**config.mk**
```make
export PLATFORM = sky130hd
export DESIGN_NAME = mil_loader
export DESIGN_NICKNAME = d
export VERILOG_FILES = /design/src/design/mil_pkg.sv /design/src/design/mil_fifo.sv /design/src/design/mil_loader.sv
export SDC_FILE = /design/constraint.sdc
export NUM_CORES = 1
export LEC_CHECK = 0
export BUFFER_PORTS_ARGS = -buffer_cell sky130_fd_sc_hd__buf_2
export CORE_UTILIZATION = 45
export CTS_CLUSTER_SIZE = 20
export DETAILED_ROUTE_END_ITERATION = 8
export GPL_TIMING_DRIVEN = 0
export PLACE_DENSITY = 0.7
export SLEW_MARGIN = 15
export SYNTH_ARGS = -nofsm -noshare
export SYNTH_HDL_FRONTEND = slang
export SYNTH_HIERARCHICAL = 1
export SYNTH_SLANG_ARGS = --single-unit
```
**constraint.sdc**
```tcl
create_clock -name aclk -period 10.55 [get_ports aclk]
set_input_delay 0 -clock aclk [delete_from_list [all_inputs] [get_ports aclk]]
set_output_delay 0 -clock aclk [all_outputs]
set_load 0.01 [all_outputs]
```
**src/design/mil_pkg.sv**
```systemverilog
package mil_pkg;

  // ----------------------------------------------------------------
  // register map (byte addresses)
  // ----------------------------------------------------------------
  localparam logic [13:0] CMD_OFFSET = 14'h0000;
  localparam logic [13:0] STATUS_OFFSET = 14'h0004;
  localparam logic [13:0] SWITCH_OFFSET = 14'h0008;
  localparam logic [13:0] CACHE_CTRL_OFFSET = 14'h2124;

  // ----------------------------------------------------------------
  // field positions
  // ----------------------------------------------------------------
  localparam int CMD_SIZE_LSB = 0;
  localparam int CMD_SIZE_W = 16;
  localparam int CMD_LINK_BIT = 16;
  localparam int CACHE_EN_BIT = 15;
  localparam int SWITCH_REQ_BIT = 0;
  localparam int ST_BUSY_BIT = 0;
  localparam int ST_PEND_BIT = 1;
  localparam int ST_GRANT_BIT = 2;
  localparam int ST_LINK_BIT = 3;
  localparam int ST_DONE_LSB = 8;
  localparam int ST_DONE_W = 8;

  // ----------------------------------------------------------------
  // reset values and counts
  // ----------------------------------------------------------------
  localparam logic CACHE_EN_RESET = 1'b0;
  localparam int UNIT_BYTES = 32;
  localparam int WORD_BYTES = 4;
  localparam int WORDS_PER_UNIT = UNIT_BYTES / WORD_BYTES;
  localparam logic [1:0] RESP_OKAY = 2'b00;
  localparam logic [1:0] RESP_SLVERR = 2'b10;

  typedef enum logic [1:0] {
    ST_IDLE = 2'b00,
    ST_LOAD = 2'b01,
    ST_SWITCHED = 2'b10
  } mil_state_type;

endpackage

```
**src/design/mil_fifo.sv**
```systemverilog
module mil_fifo #(
  parameter int WIDTH = 32,
  parameter int DEPTH = 8
) (
  input wire logic aclk,
  input wire logic aresetn,
  input wire logic in_en,
  input wire logic in_valid,
  output logic in_ready,
  input wire logic [WIDTH-1:0] in_data,
  output logic out_valid,
  input wire logic out_ready,
  output logic [WIDTH-1:0] out_data
);

  localparam int AW = $clog2(DEPTH);
  localparam logic [AW:0] DEPTH_C = (AW+1)'(DEPTH);
  localparam logic [AW-1:0] LAST_C = (AW)'(DEPTH - 1);

  logic [WIDTH-1:0] mem_reg [DEPTH];
  logic [AW-1:0] wr_ptr_reg;
  logic [AW-1:0] rd_ptr_reg;
  logic [AW:0] count_reg;
  logic [AW:0] count_next;
  logic ready_reg;

  wire push = in_valid && ready_reg;
  wire pop = out_valid && out_ready;

  assign out_valid = (count_reg != '0);
  assign out_data = mem_reg[rd_ptr_reg];
  assign in_ready = ready_reg;
  assign count_next = count_reg + (AW+1)'(push) - (AW+1)'(pop);

  always_ff @(posedge aclk) begin
    if (!aresetn) begin
      wr_ptr_reg <= '0;
      rd_ptr_reg <= '0;
      count_reg <= '0;
      ready_reg <= 1'b0;
    end else begin
      count_reg <= count_next;
      ready_reg <= in_en && (count_next != DEPTH_C);
      if (push) begin
        wr_ptr_reg <= (wr_ptr_reg == LAST_C) ? '0 : wr_ptr_reg + 1'b1;
      end
      if (pop) begin
        rd_ptr_reg <= (rd_ptr_reg == LAST_C) ? '0 : rd_ptr_reg + 1'b1;
      end
    end
  end

  always_ff @(posedge aclk) begin
    if (push) begin
      mem_reg[wr_ptr_reg] <= in_data;
    end
  end

endmodule

```
**src/design/mil_loader.sv**
```systemverilog
// The placing of the registers and the AXI4-Lite interface to the registers are this design's own decisions.
module mil_loader #(
  parameter int FIFO_DEPTH = 8,
  parameter int DATA_W = 32
) (
  input wire logic aclk,
  input wire logic aresetn,
  input wire logic [13:0] s_axi_awaddr,
  input wire logic s_axi_awvalid,
  output logic s_axi_awready,
  input wire logic [31:0] s_axi_wdata,
  input wire logic [3:0] s_axi_wstrb,
  input wire logic s_axi_wvalid,
  output logic s_axi_wready,
  output logic [1:0] s_axi_bresp,
  output logic s_axi_bvalid,
  input wire logic s_axi_bready,
  input wire logic [13:0] s_axi_araddr,
  input wire logic s_axi_arvalid,
  output logic s_axi_arready,
  output logic [31:0] s_axi_rdata,
  output logic [1:0] s_axi_rresp,
  output logic s_axi_rvalid,
  input wire logic s_axi_rready,
  input wire logic [DATA_W-1:0] fetch_data,
  input wire logic fetch_valid,
  output logic fetch_ready,
  output logic [DATA_W-1:0] fe_data,
  output logic fe_valid,
  output logic fe_last,
  input wire logic fe_ready
);

  // ----------------------------------------------------------------
  // state
  // ----------------------------------------------------------------
  mil_pkg::mil_state_type state_reg;
  logic aw_got_reg, w_got_reg, awready_reg, wready_reg, bvalid_reg;
  logic [1:0] bresp_reg;
  logic [13:0] awaddr_reg;
  logic [31:0] wdata_reg;
  logic [3:0] wstrb_reg;
  logic arready_reg, rvalid_reg;
  logic [31:0] rdata_reg;
  logic [1:0] rresp_reg;
  logic cache_en_reg;
  logic switch_req_reg;
  logic cmd_full_reg;
  logic [mil_pkg::CMD_SIZE_W-1:0] cmd_size_reg;
  logic cmd_link_reg;
  logic link_reg;
  logic [mil_pkg::CMD_SIZE_W+2:0] words_left_reg;
  logic [mil_pkg::ST_DONE_W-1:0] done_cnt_reg;
  logic [DATA_W-1:0] out_data_reg;
  logic out_valid_reg, out_last_reg;

  // ----------------------------------------------------------------
  // buffer between fetch and front end
  // ----------------------------------------------------------------
  logic fifo_valid;
  logic [DATA_W-1:0] fifo_data;
  wire loading = (state_reg == mil_pkg::ST_LOAD);
  wire slot_free = !out_valid_reg || fe_ready;
  wire take = loading && fifo_valid && slot_free;

  mil_fifo #(.WIDTH(DATA_W), .DEPTH(FIFO_DEPTH)) u_fifo (
    .aclk(aclk),
    .aresetn(aresetn),
    .in_en(cache_en_reg),
    .in_valid(fetch_valid),
    .in_ready(fetch_ready),
    .in_data(fetch_data),
    .out_valid(fifo_valid),
    .out_ready(take),
    .out_data(fifo_data)
  );

  // ----------------------------------------------------------------
  // register decode
  // ----------------------------------------------------------------
  wire wr_do = aw_got_reg && w_got_reg && !bvalid_reg;
  wire wr_cmd = wr_do && (awaddr_reg == mil_pkg::CMD_OFFSET);
  wire wr_switch = wr_do && (awaddr_reg == mil_pkg::SWITCH_OFFSET);
  wire wr_cache = wr_do && (awaddr_reg == mil_pkg::CACHE_CTRL_OFFSET);
  wire wr_status = wr_do && (awaddr_reg == mil_pkg::STATUS_OFFSET);
  wire cmd_ok = wr_cmd && !cmd_full_reg && (wstrb_reg == 4'hF);
  wire wr_err = wr_do && !(cmd_ok || wr_switch || wr_cache || wr_status);
  wire rd_do = s_axi_arvalid && arready_reg;
  wire [31:0] status_word = {16'h0000, done_cnt_reg, 4'h0, link_reg,
                             state_reg == mil_pkg::ST_SWITCHED, cmd_full_reg, loading};
  wire [31:0] cmd_word = {15'h0000, cmd_link_reg, cmd_size_reg};
  wire [31:0] cache_word = {16'h0000, cache_en_reg, 15'h0000};
  wire [31:0] switch_word = {31'h0000_0000, switch_req_reg};
  wire rd_hit_cmd = (s_axi_araddr == mil_pkg::CMD_OFFSET);
  wire rd_hit_st = (s_axi_araddr == mil_pkg::STATUS_OFFSET);
  wire rd_hit_sw = (s_axi_araddr == mil_pkg::SWITCH_OFFSET);
  wire rd_hit_ca = (s_axi_araddr == mil_pkg::CACHE_CTRL_OFFSET);
  wire rd_hit = rd_hit_cmd || rd_hit_st || rd_hit_sw || rd_hit_ca;
  wire [31:0] rd_word = rd_hit_cmd ? cmd_word :
                        rd_hit_st ? status_word :
                        rd_hit_sw ? switch_word :
                        rd_hit_ca ? cache_word : 32'h0000_0000;

  // ----------------------------------------------------------------
  // command boundary control
  // ----------------------------------------------------------------
  wire last_take = take && (words_left_reg == 19'h0_0001);
  wire can_switch = switch_req_reg && !link_reg;
  wire start_cmd = cmd_full_reg && !can_switch && (cmd_size_reg != '0);
  wire skip_cmd = cmd_full_reg && !can_switch && (cmd_size_reg == '0);
  wire [mil_pkg::CMD_SIZE_W+2:0] words_start =
    (mil_pkg::CMD_SIZE_W+3)'(cmd_size_reg) * (mil_pkg::CMD_SIZE_W+3)'(mil_pkg::WORDS_PER_UNIT);

  // ----------------------------------------------------------------
  // axi write channel
  // ----------------------------------------------------------------
  always_ff @(posedge aclk) begin
    if (!aresetn) begin
      aw_got_reg <= 1'b0;
      w_got_reg <= 1'b0;
      awready_reg <= 1'b0;
      wready_reg <= 1'b0;
      bvalid_reg <= 1'b0;
      bresp_reg <= mil_pkg::RESP_OKAY;
      awaddr_reg <= '0;
      wdata_reg <= '0;
      wstrb_reg <= '0;
    end else begin
      if (s_axi_awvalid && awready_reg) begin
        aw_got_reg <= 1'b1;
        awaddr_reg <= {s_axi_awaddr[13:2], 2'b00};
      end
      if (s_axi_wvalid && wready_reg) begin
        w_got_reg <= 1'b1;
        wdata_reg <= s_axi_wdata;
        wstrb_reg <= s_axi_wstrb;
      end
      awready_reg <= !aw_got_reg && !(s_axi_awvalid && awready_reg) && !bvalid_reg && !wr_do;
      wready_reg <= !w_got_reg && !(s_axi_wvalid && wready_reg) && !bvalid_reg && !wr_do;
      if (wr_do) begin
        bvalid_reg <= 1'b1;
        bresp_reg <= wr_err ? mil_pkg::RESP_SLVERR : mil_pkg::RESP_OKAY;
        aw_got_reg <= 1'b0;
        w_got_reg <= 1'b0;
      end else if (bvalid_reg && s_axi_bready) begin
        bvalid_reg <= 1'b0;
      end
    end
  end

  // ----------------------------------------------------------------
  // axi read channel
  // ----------------------------------------------------------------
  always_ff @(posedge aclk) begin
    if (!aresetn) begin
      arready_reg <= 1'b0;
      rvalid_reg <= 1'b0;
      rdata_reg <= '0;
      rresp_reg <= mil_pkg::RESP_OKAY;
    end else begin
      arready_reg <= !rvalid_reg && !rd_do;
      if (rd_do) begin
        rvalid_reg <= 1'b1;
        rdata_reg <= rd_word;
        rresp_reg <= rd_hit ? mil_pkg::RESP_OKAY : mil_pkg::RESP_SLVERR;
      end else if (rvalid_reg && s_axi_rready) begin
        rvalid_reg <= 1'b0;
      end
    end
  end

  // ----------------------------------------------------------------
  // control registers and command slot
  // ----------------------------------------------------------------
  always_ff @(posedge aclk) begin
    if (!aresetn) begin
      cache_en_reg <= mil_pkg::CACHE_EN_RESET;
      switch_req_reg <= 1'b0;
      cmd_full_reg <= 1'b0;
      cmd_size_reg <= '0;
      cmd_link_reg <= 1'b0;
    end else begin
      if (wr_cache && wstrb_reg[1]) begin
        cache_en_reg <= wdata_reg[mil_pkg::CACHE_EN_BIT];
      end
      if (wr_switch && wstrb_reg[0]) begin
        switch_req_reg <= wdata_reg[mil_pkg::SWITCH_REQ_BIT];
      end
      if (cmd_ok) begin
        cmd_full_reg <= 1'b1;
        cmd_size_reg <= wdata_reg[mil_pkg::CMD_SIZE_LSB +: mil_pkg::CMD_SIZE_W];
        cmd_link_reg <= wdata_reg[mil_pkg::CMD_LINK_BIT];
      end else if (state_reg == mil_pkg::ST_IDLE && (start_cmd || skip_cmd)) begin
        cmd_full_reg <= 1'b0;
      end
    end
  end

  // ----------------------------------------------------------------
  // sequencer
  // ----------------------------------------------------------------
  always_ff @(posedge aclk) begin
    if (!aresetn) begin
      state_reg <= mil_pkg::ST_IDLE;
      words_left_reg <= '0;
      link_reg <= 1'b0;
      done_cnt_reg <= '0;
    end else begin
      unique case (state_reg)
        mil_pkg::ST_IDLE: begin
          if (can_switch) begin
            state_reg <= mil_pkg::ST_SWITCHED;
          end else if (start_cmd || skip_cmd) begin
            link_reg <= cmd_link_reg;
            words_left_reg <= words_start;
            if (start_cmd) begin
              state_reg <= mil_pkg::ST_LOAD;
            end else begin
              done_cnt_reg <= done_cnt_reg + 1'b1;
            end
          end
        end
        mil_pkg::ST_LOAD: begin
          if (take) begin
            words_left_reg <= words_left_reg - 1'b1;
          end
          if (last_take) begin
            state_reg <= mil_pkg::ST_IDLE;
            done_cnt_reg <= done_cnt_reg + 1'b1;
          end
        end
        mil_pkg::ST_SWITCHED: begin
          if (!switch_req_reg) begin
            state_reg <= mil_pkg::ST_IDLE;
          end
        end
      endcase
    end
  end

  // ----------------------------------------------------------------
  // front end output stage
  // ----------------------------------------------------------------
  always_ff @(posedge aclk) begin
    if (!aresetn) begin
      out_valid_reg <= 1'b0;
      out_data_reg <= '0;
      out_last_reg <= 1'b0;
    end else if (take) begin
      out_valid_reg <= 1'b1;
      out_data_reg <= fifo_data;
      out_last_reg <= last_take;
    end else if (fe_ready) begin
      out_valid_reg <= 1'b0;
      out_last_reg <= 1'b0;
    end
  end

  assign s_axi_awready = awready_reg;
  assign s_axi_wready = wready_reg;
  assign s_axi_bvalid = bvalid_reg;
  assign s_axi_bresp = bresp_reg;
  assign s_axi_arready = arready_reg;
  assign s_axi_rvalid = rvalid_reg;
  assign s_axi_rdata = rdata_reg;
  assign s_axi_rresp = rresp_reg;
  assign fe_valid = out_valid_reg;
  assign fe_data = out_data_reg;
  assign fe_last = out_last_reg;

endmodule

```
==> flow_metrics.py <==
metrics = {
    "final_layout": {
        "layout-drive-gt1-share_pct": 22.1,
        "area_growth_pct": 24.0,
        "multi_input_area_um2": 5240,
        "stdcell_count": 2015,
        "num-fill-cells": 2851,
        "largest_reg_flops": 256,
        "num-nets-final": 1638,
        "register_area_um2": 10800,
    },
    "die": {
        "die_w_um": 193,
        "rows": 69,
        "start_util_pct": 46.0,
        "io_pins": 181,
        "core_area_um2": 35800,
        "die_area_um2": 37400,
        "die_h_um": 193,
    },
    "sta": {
        "hold_ws_ps": 44.2,
        "final-setup-viol-count": 0,
        "finalCriticalPeriod_ps": 4230,
        "fmax_ghz": 0.237,
        "period_share_pct": 40.1,
        "fin_tns_setup_ps": 0,
        "maxSlewHeadroom_pct": 43.5,
        "finClkSkew_ps": 25.5,
        "rsz0062_at_grt": "no",
        "timing.final.hold_violations": 0,
        "report.final.slew_viol_count": 0,
        "worst_pin_slew_ps": 848,
    },
    "clock_network": {
        "clock_latency_ps": 560,
        "ctsResizeCount": 0,
        "tritoncts": "yes",
        "clockBufferDepth": 3,
        "cts_sinks": 413,
        "clk_pin_slew_worst_paths_ps": 60,
        "cts_made_buffers": 43,
        "clockRootBuffer": "clkbuf_16",
        "cts_htree_levels": 2,
    },
    "global_route": {
        "gr-total-overflow": 0,
        "grt_pass1_wl_um": 61000,
        "grt_pass1_vias": 10900,
        "grt_antenna_before_repair": 3,
        "track_usage_pct": 21.2,
        "grt_max_degree": 23,
    },
    "synth": {
        "synth_commonest_cells": "256 x edfxtp_1, 201 x nand2_1, 157 x dfxtp_1",
        "synth_top_family_by_area": "multiplexers",
        "synth_area_leaders": "edfxtp_1 47%, dfxtp_1 19%, mux4_1 6.4%",
        "synthSimpleGateAreaFrac_pct": 9.90,
        "avgSynthCellArea_um2": 13.8,
        "synthCells": 1198,
        "synth_ff_type": "edfxtp_1",
        "ys_types": 63,
        "muxShareOfSynthArea_pct": 12.3,
        "yosys.area.top_type": "edfxtp_1",
        "ys_seq_area_share_pct": 65.7,
        "synth_compound_area_share_pct": 7.38,
        "synthAdderAreaFrac_pct": 1.18,
        "synthesis.area_um2": 16500,
        "synth-edff-count": 256,
        "yosysMostFrequentCell": "edfxtp_1",
        "synth_top_area_share_pct": 46.6,
        "yosysWarnings": 6,
        "synth-seq-cells": 413,
        "synthArstFlopShare_pct": 0,
        "synth_xor_area_share_pct": 0.372,
    },
    "worst_setup_path": {
        "critical_path_arrival_ps": 4630,
        "cp_slowest_stage_delay_ps": 510,
        "cp_top_family": "buffers and inverters",
        "cp_slowest_cell": "clkbuf_1",
        "rr_startpoint": "u_fifo/count_reg[2]$_SDFF_PN0_",
        "worstPathRequired_ps": 10950,
        "critical_path.cell_chain": "inv_1 > ha_1 > nor3b_1 > inv_1 > nand3_1 > clkbuf_1 > inv_1 > buf_1 > nand2_1 > xor2_1 > ha_1 > inv_1 > fa_1 > xnor2_1 > nor4b_1 > a211oi_1",
        "cp_max_fo": 14,
        "cp_common_cell": "inv_1",
        "crit_start": "u_fifo/count_reg[2]$_SDFF_PN0_",
        "critPathBufInv": 6,
        "worst_setup_path_start_kind": "register",
        "criticalPathCategory": "reg2reg",
        "endpoint_kind": "register",
    },
    "placed_design": {
        "numPortBuffers": 146,
        "gp_congestion": 0.860,
        "hpwl_um": 27100,
        "dp_cells": 1848,
    },
    "flow_run": {
        "drv_cap": 0,
    },
    "worst_hold_path": {
        "hp-class": "in2reg",
        "min_from": "s_axi_wvalid",
    },
    "pwr": {
        "p_per_area_nw_per_um2": 169,
        "p_leak_uw": 0.00734,
        "vdd_ir_drop_max_uv": 165,
    },
    "detailed_routing": {
        "vias": 11000,
        "ant_nets": 0,
        "drcViolationCount": 30,
        "wl_per_cell_um": 19.8,
        "drt_iter0_drc": 721,
        "drt_first_pass_iters": 8,
        "wirelength_um": 40000,
        "vias_per_cell": 5.48,
    },
    "outcome": {
        "violations": "design-rule violations",
        "status": "finished with violations",
    },
}
timing repair:
item,4_1_cts,5_1_grt
hold endpoints to repair,301,0
setup buffers,0,0
hold buffers,86,0
setup endpoints to repair,0,0
cells by family after synthesis:
group / after synthesis
AO/OA/AOI/OAI: 200
XOR/XNOR: 7
adder cells (fa/ha/maj): 15
buffers and inverters: 108
flip-flops: 413
multiplexers: 103
other: 1
AND/OR/NAND/NOR: 351
cell type report:
cell class              instances  share of cell area, %
repair buffers                259                   9.24
clock inverters                21                  0.832
multi-input cells             693                   25.6
diodes                          2                 0.0245
inverters                      29                  0.532
well taps                     461                   2.82
flip-flops and latches        413                   53.0
plain buffers                  79                   2.04
clock buffers                  58                   5.90
cells in the final DEF (no fill, tap or decap), types with 17 or more instances in the layout:
cell type / instances
a21oi_1: 116
buf_2: 152
buf_4: 29
clkbuf_1: 45
clkbuf_16: 45
conb_1: 17
dfxtp_1: 157
dlygate4sd3_1: 86
edfxtp_1: 256
inv_1: 28
mux2_2: 33
mux4_1: 40
mux4_2: 24
nand2_1: 201
nand3_1: 22
nor2_1: 37
o21ai_0: 23
routing by layer:
metal | up-vias | global-route usage (%) | wire length, um
li1 | 5129 | - | -
met1 | 5418 | 26.9 | 16400
met2 | 412 | 36.3 | 19800
met3 | 72 | 4.08 | 2810
met4 | 2 | 7.05 | 994
met5 | - | 0 | 11
worst reg2reg max path, cell delays in order, from the launching register on:
cell and delay (ps):
dfxtp_1 300, inv_1 70, ha_1 140, nor3b_1 410
inv_1 250, nand3_1 210, clkbuf_1 510, inv_1 250
buf_1 400, nand2_1 180, xor2_1 150, ha_1 170
inv_1 50, fa_1 370, xnor2_1 170, nor4b_1 320
a211oi_1 150
power by group:
part / total [uW] / switching [uW] / internal [uW]
Combinational: 242 / 145 / 97.1
Sequential: 1750 / 18.3 / 1730
Clock: 1460 / 625 / 834
Total: 3450 / 788 / 2660
worst paths after layout:
path	endpoint	slack, ps	cells past startpoint
max reg2reg	u_fifo/in_ready$_SDFF_PN0_	6320	16
min	wdata_reg[3]$_SDFFE_PN0P_	40	5
min reg2reg	fe_data[24]$_SDFFE_PN0P_	450	2
max	u_fifo/in_ready$_SDFF_PN0_	6320	16
through the flow:
| stage | area [um2] | setup slack [ps] | utilization, % | total power (uW) |
|---|---|---|---|---|
| final | 20400 | 6320 | 57.1 | 3450 |
| after global routing | 20400 | 5930 | 57.1 | 3560 |
| after CTS | 20400 | 6210 | 57.1 | 3470 |
| after detailed placement | 18200 | 6240 | 50.8 | 1990 |
| after global placement | 17900 | 3220 | 49.8 | 1990 |
| after floorplan | 16500 | 6320 | - | 1920 |
No activity file was read; power rests on OpenSTA's default activity.
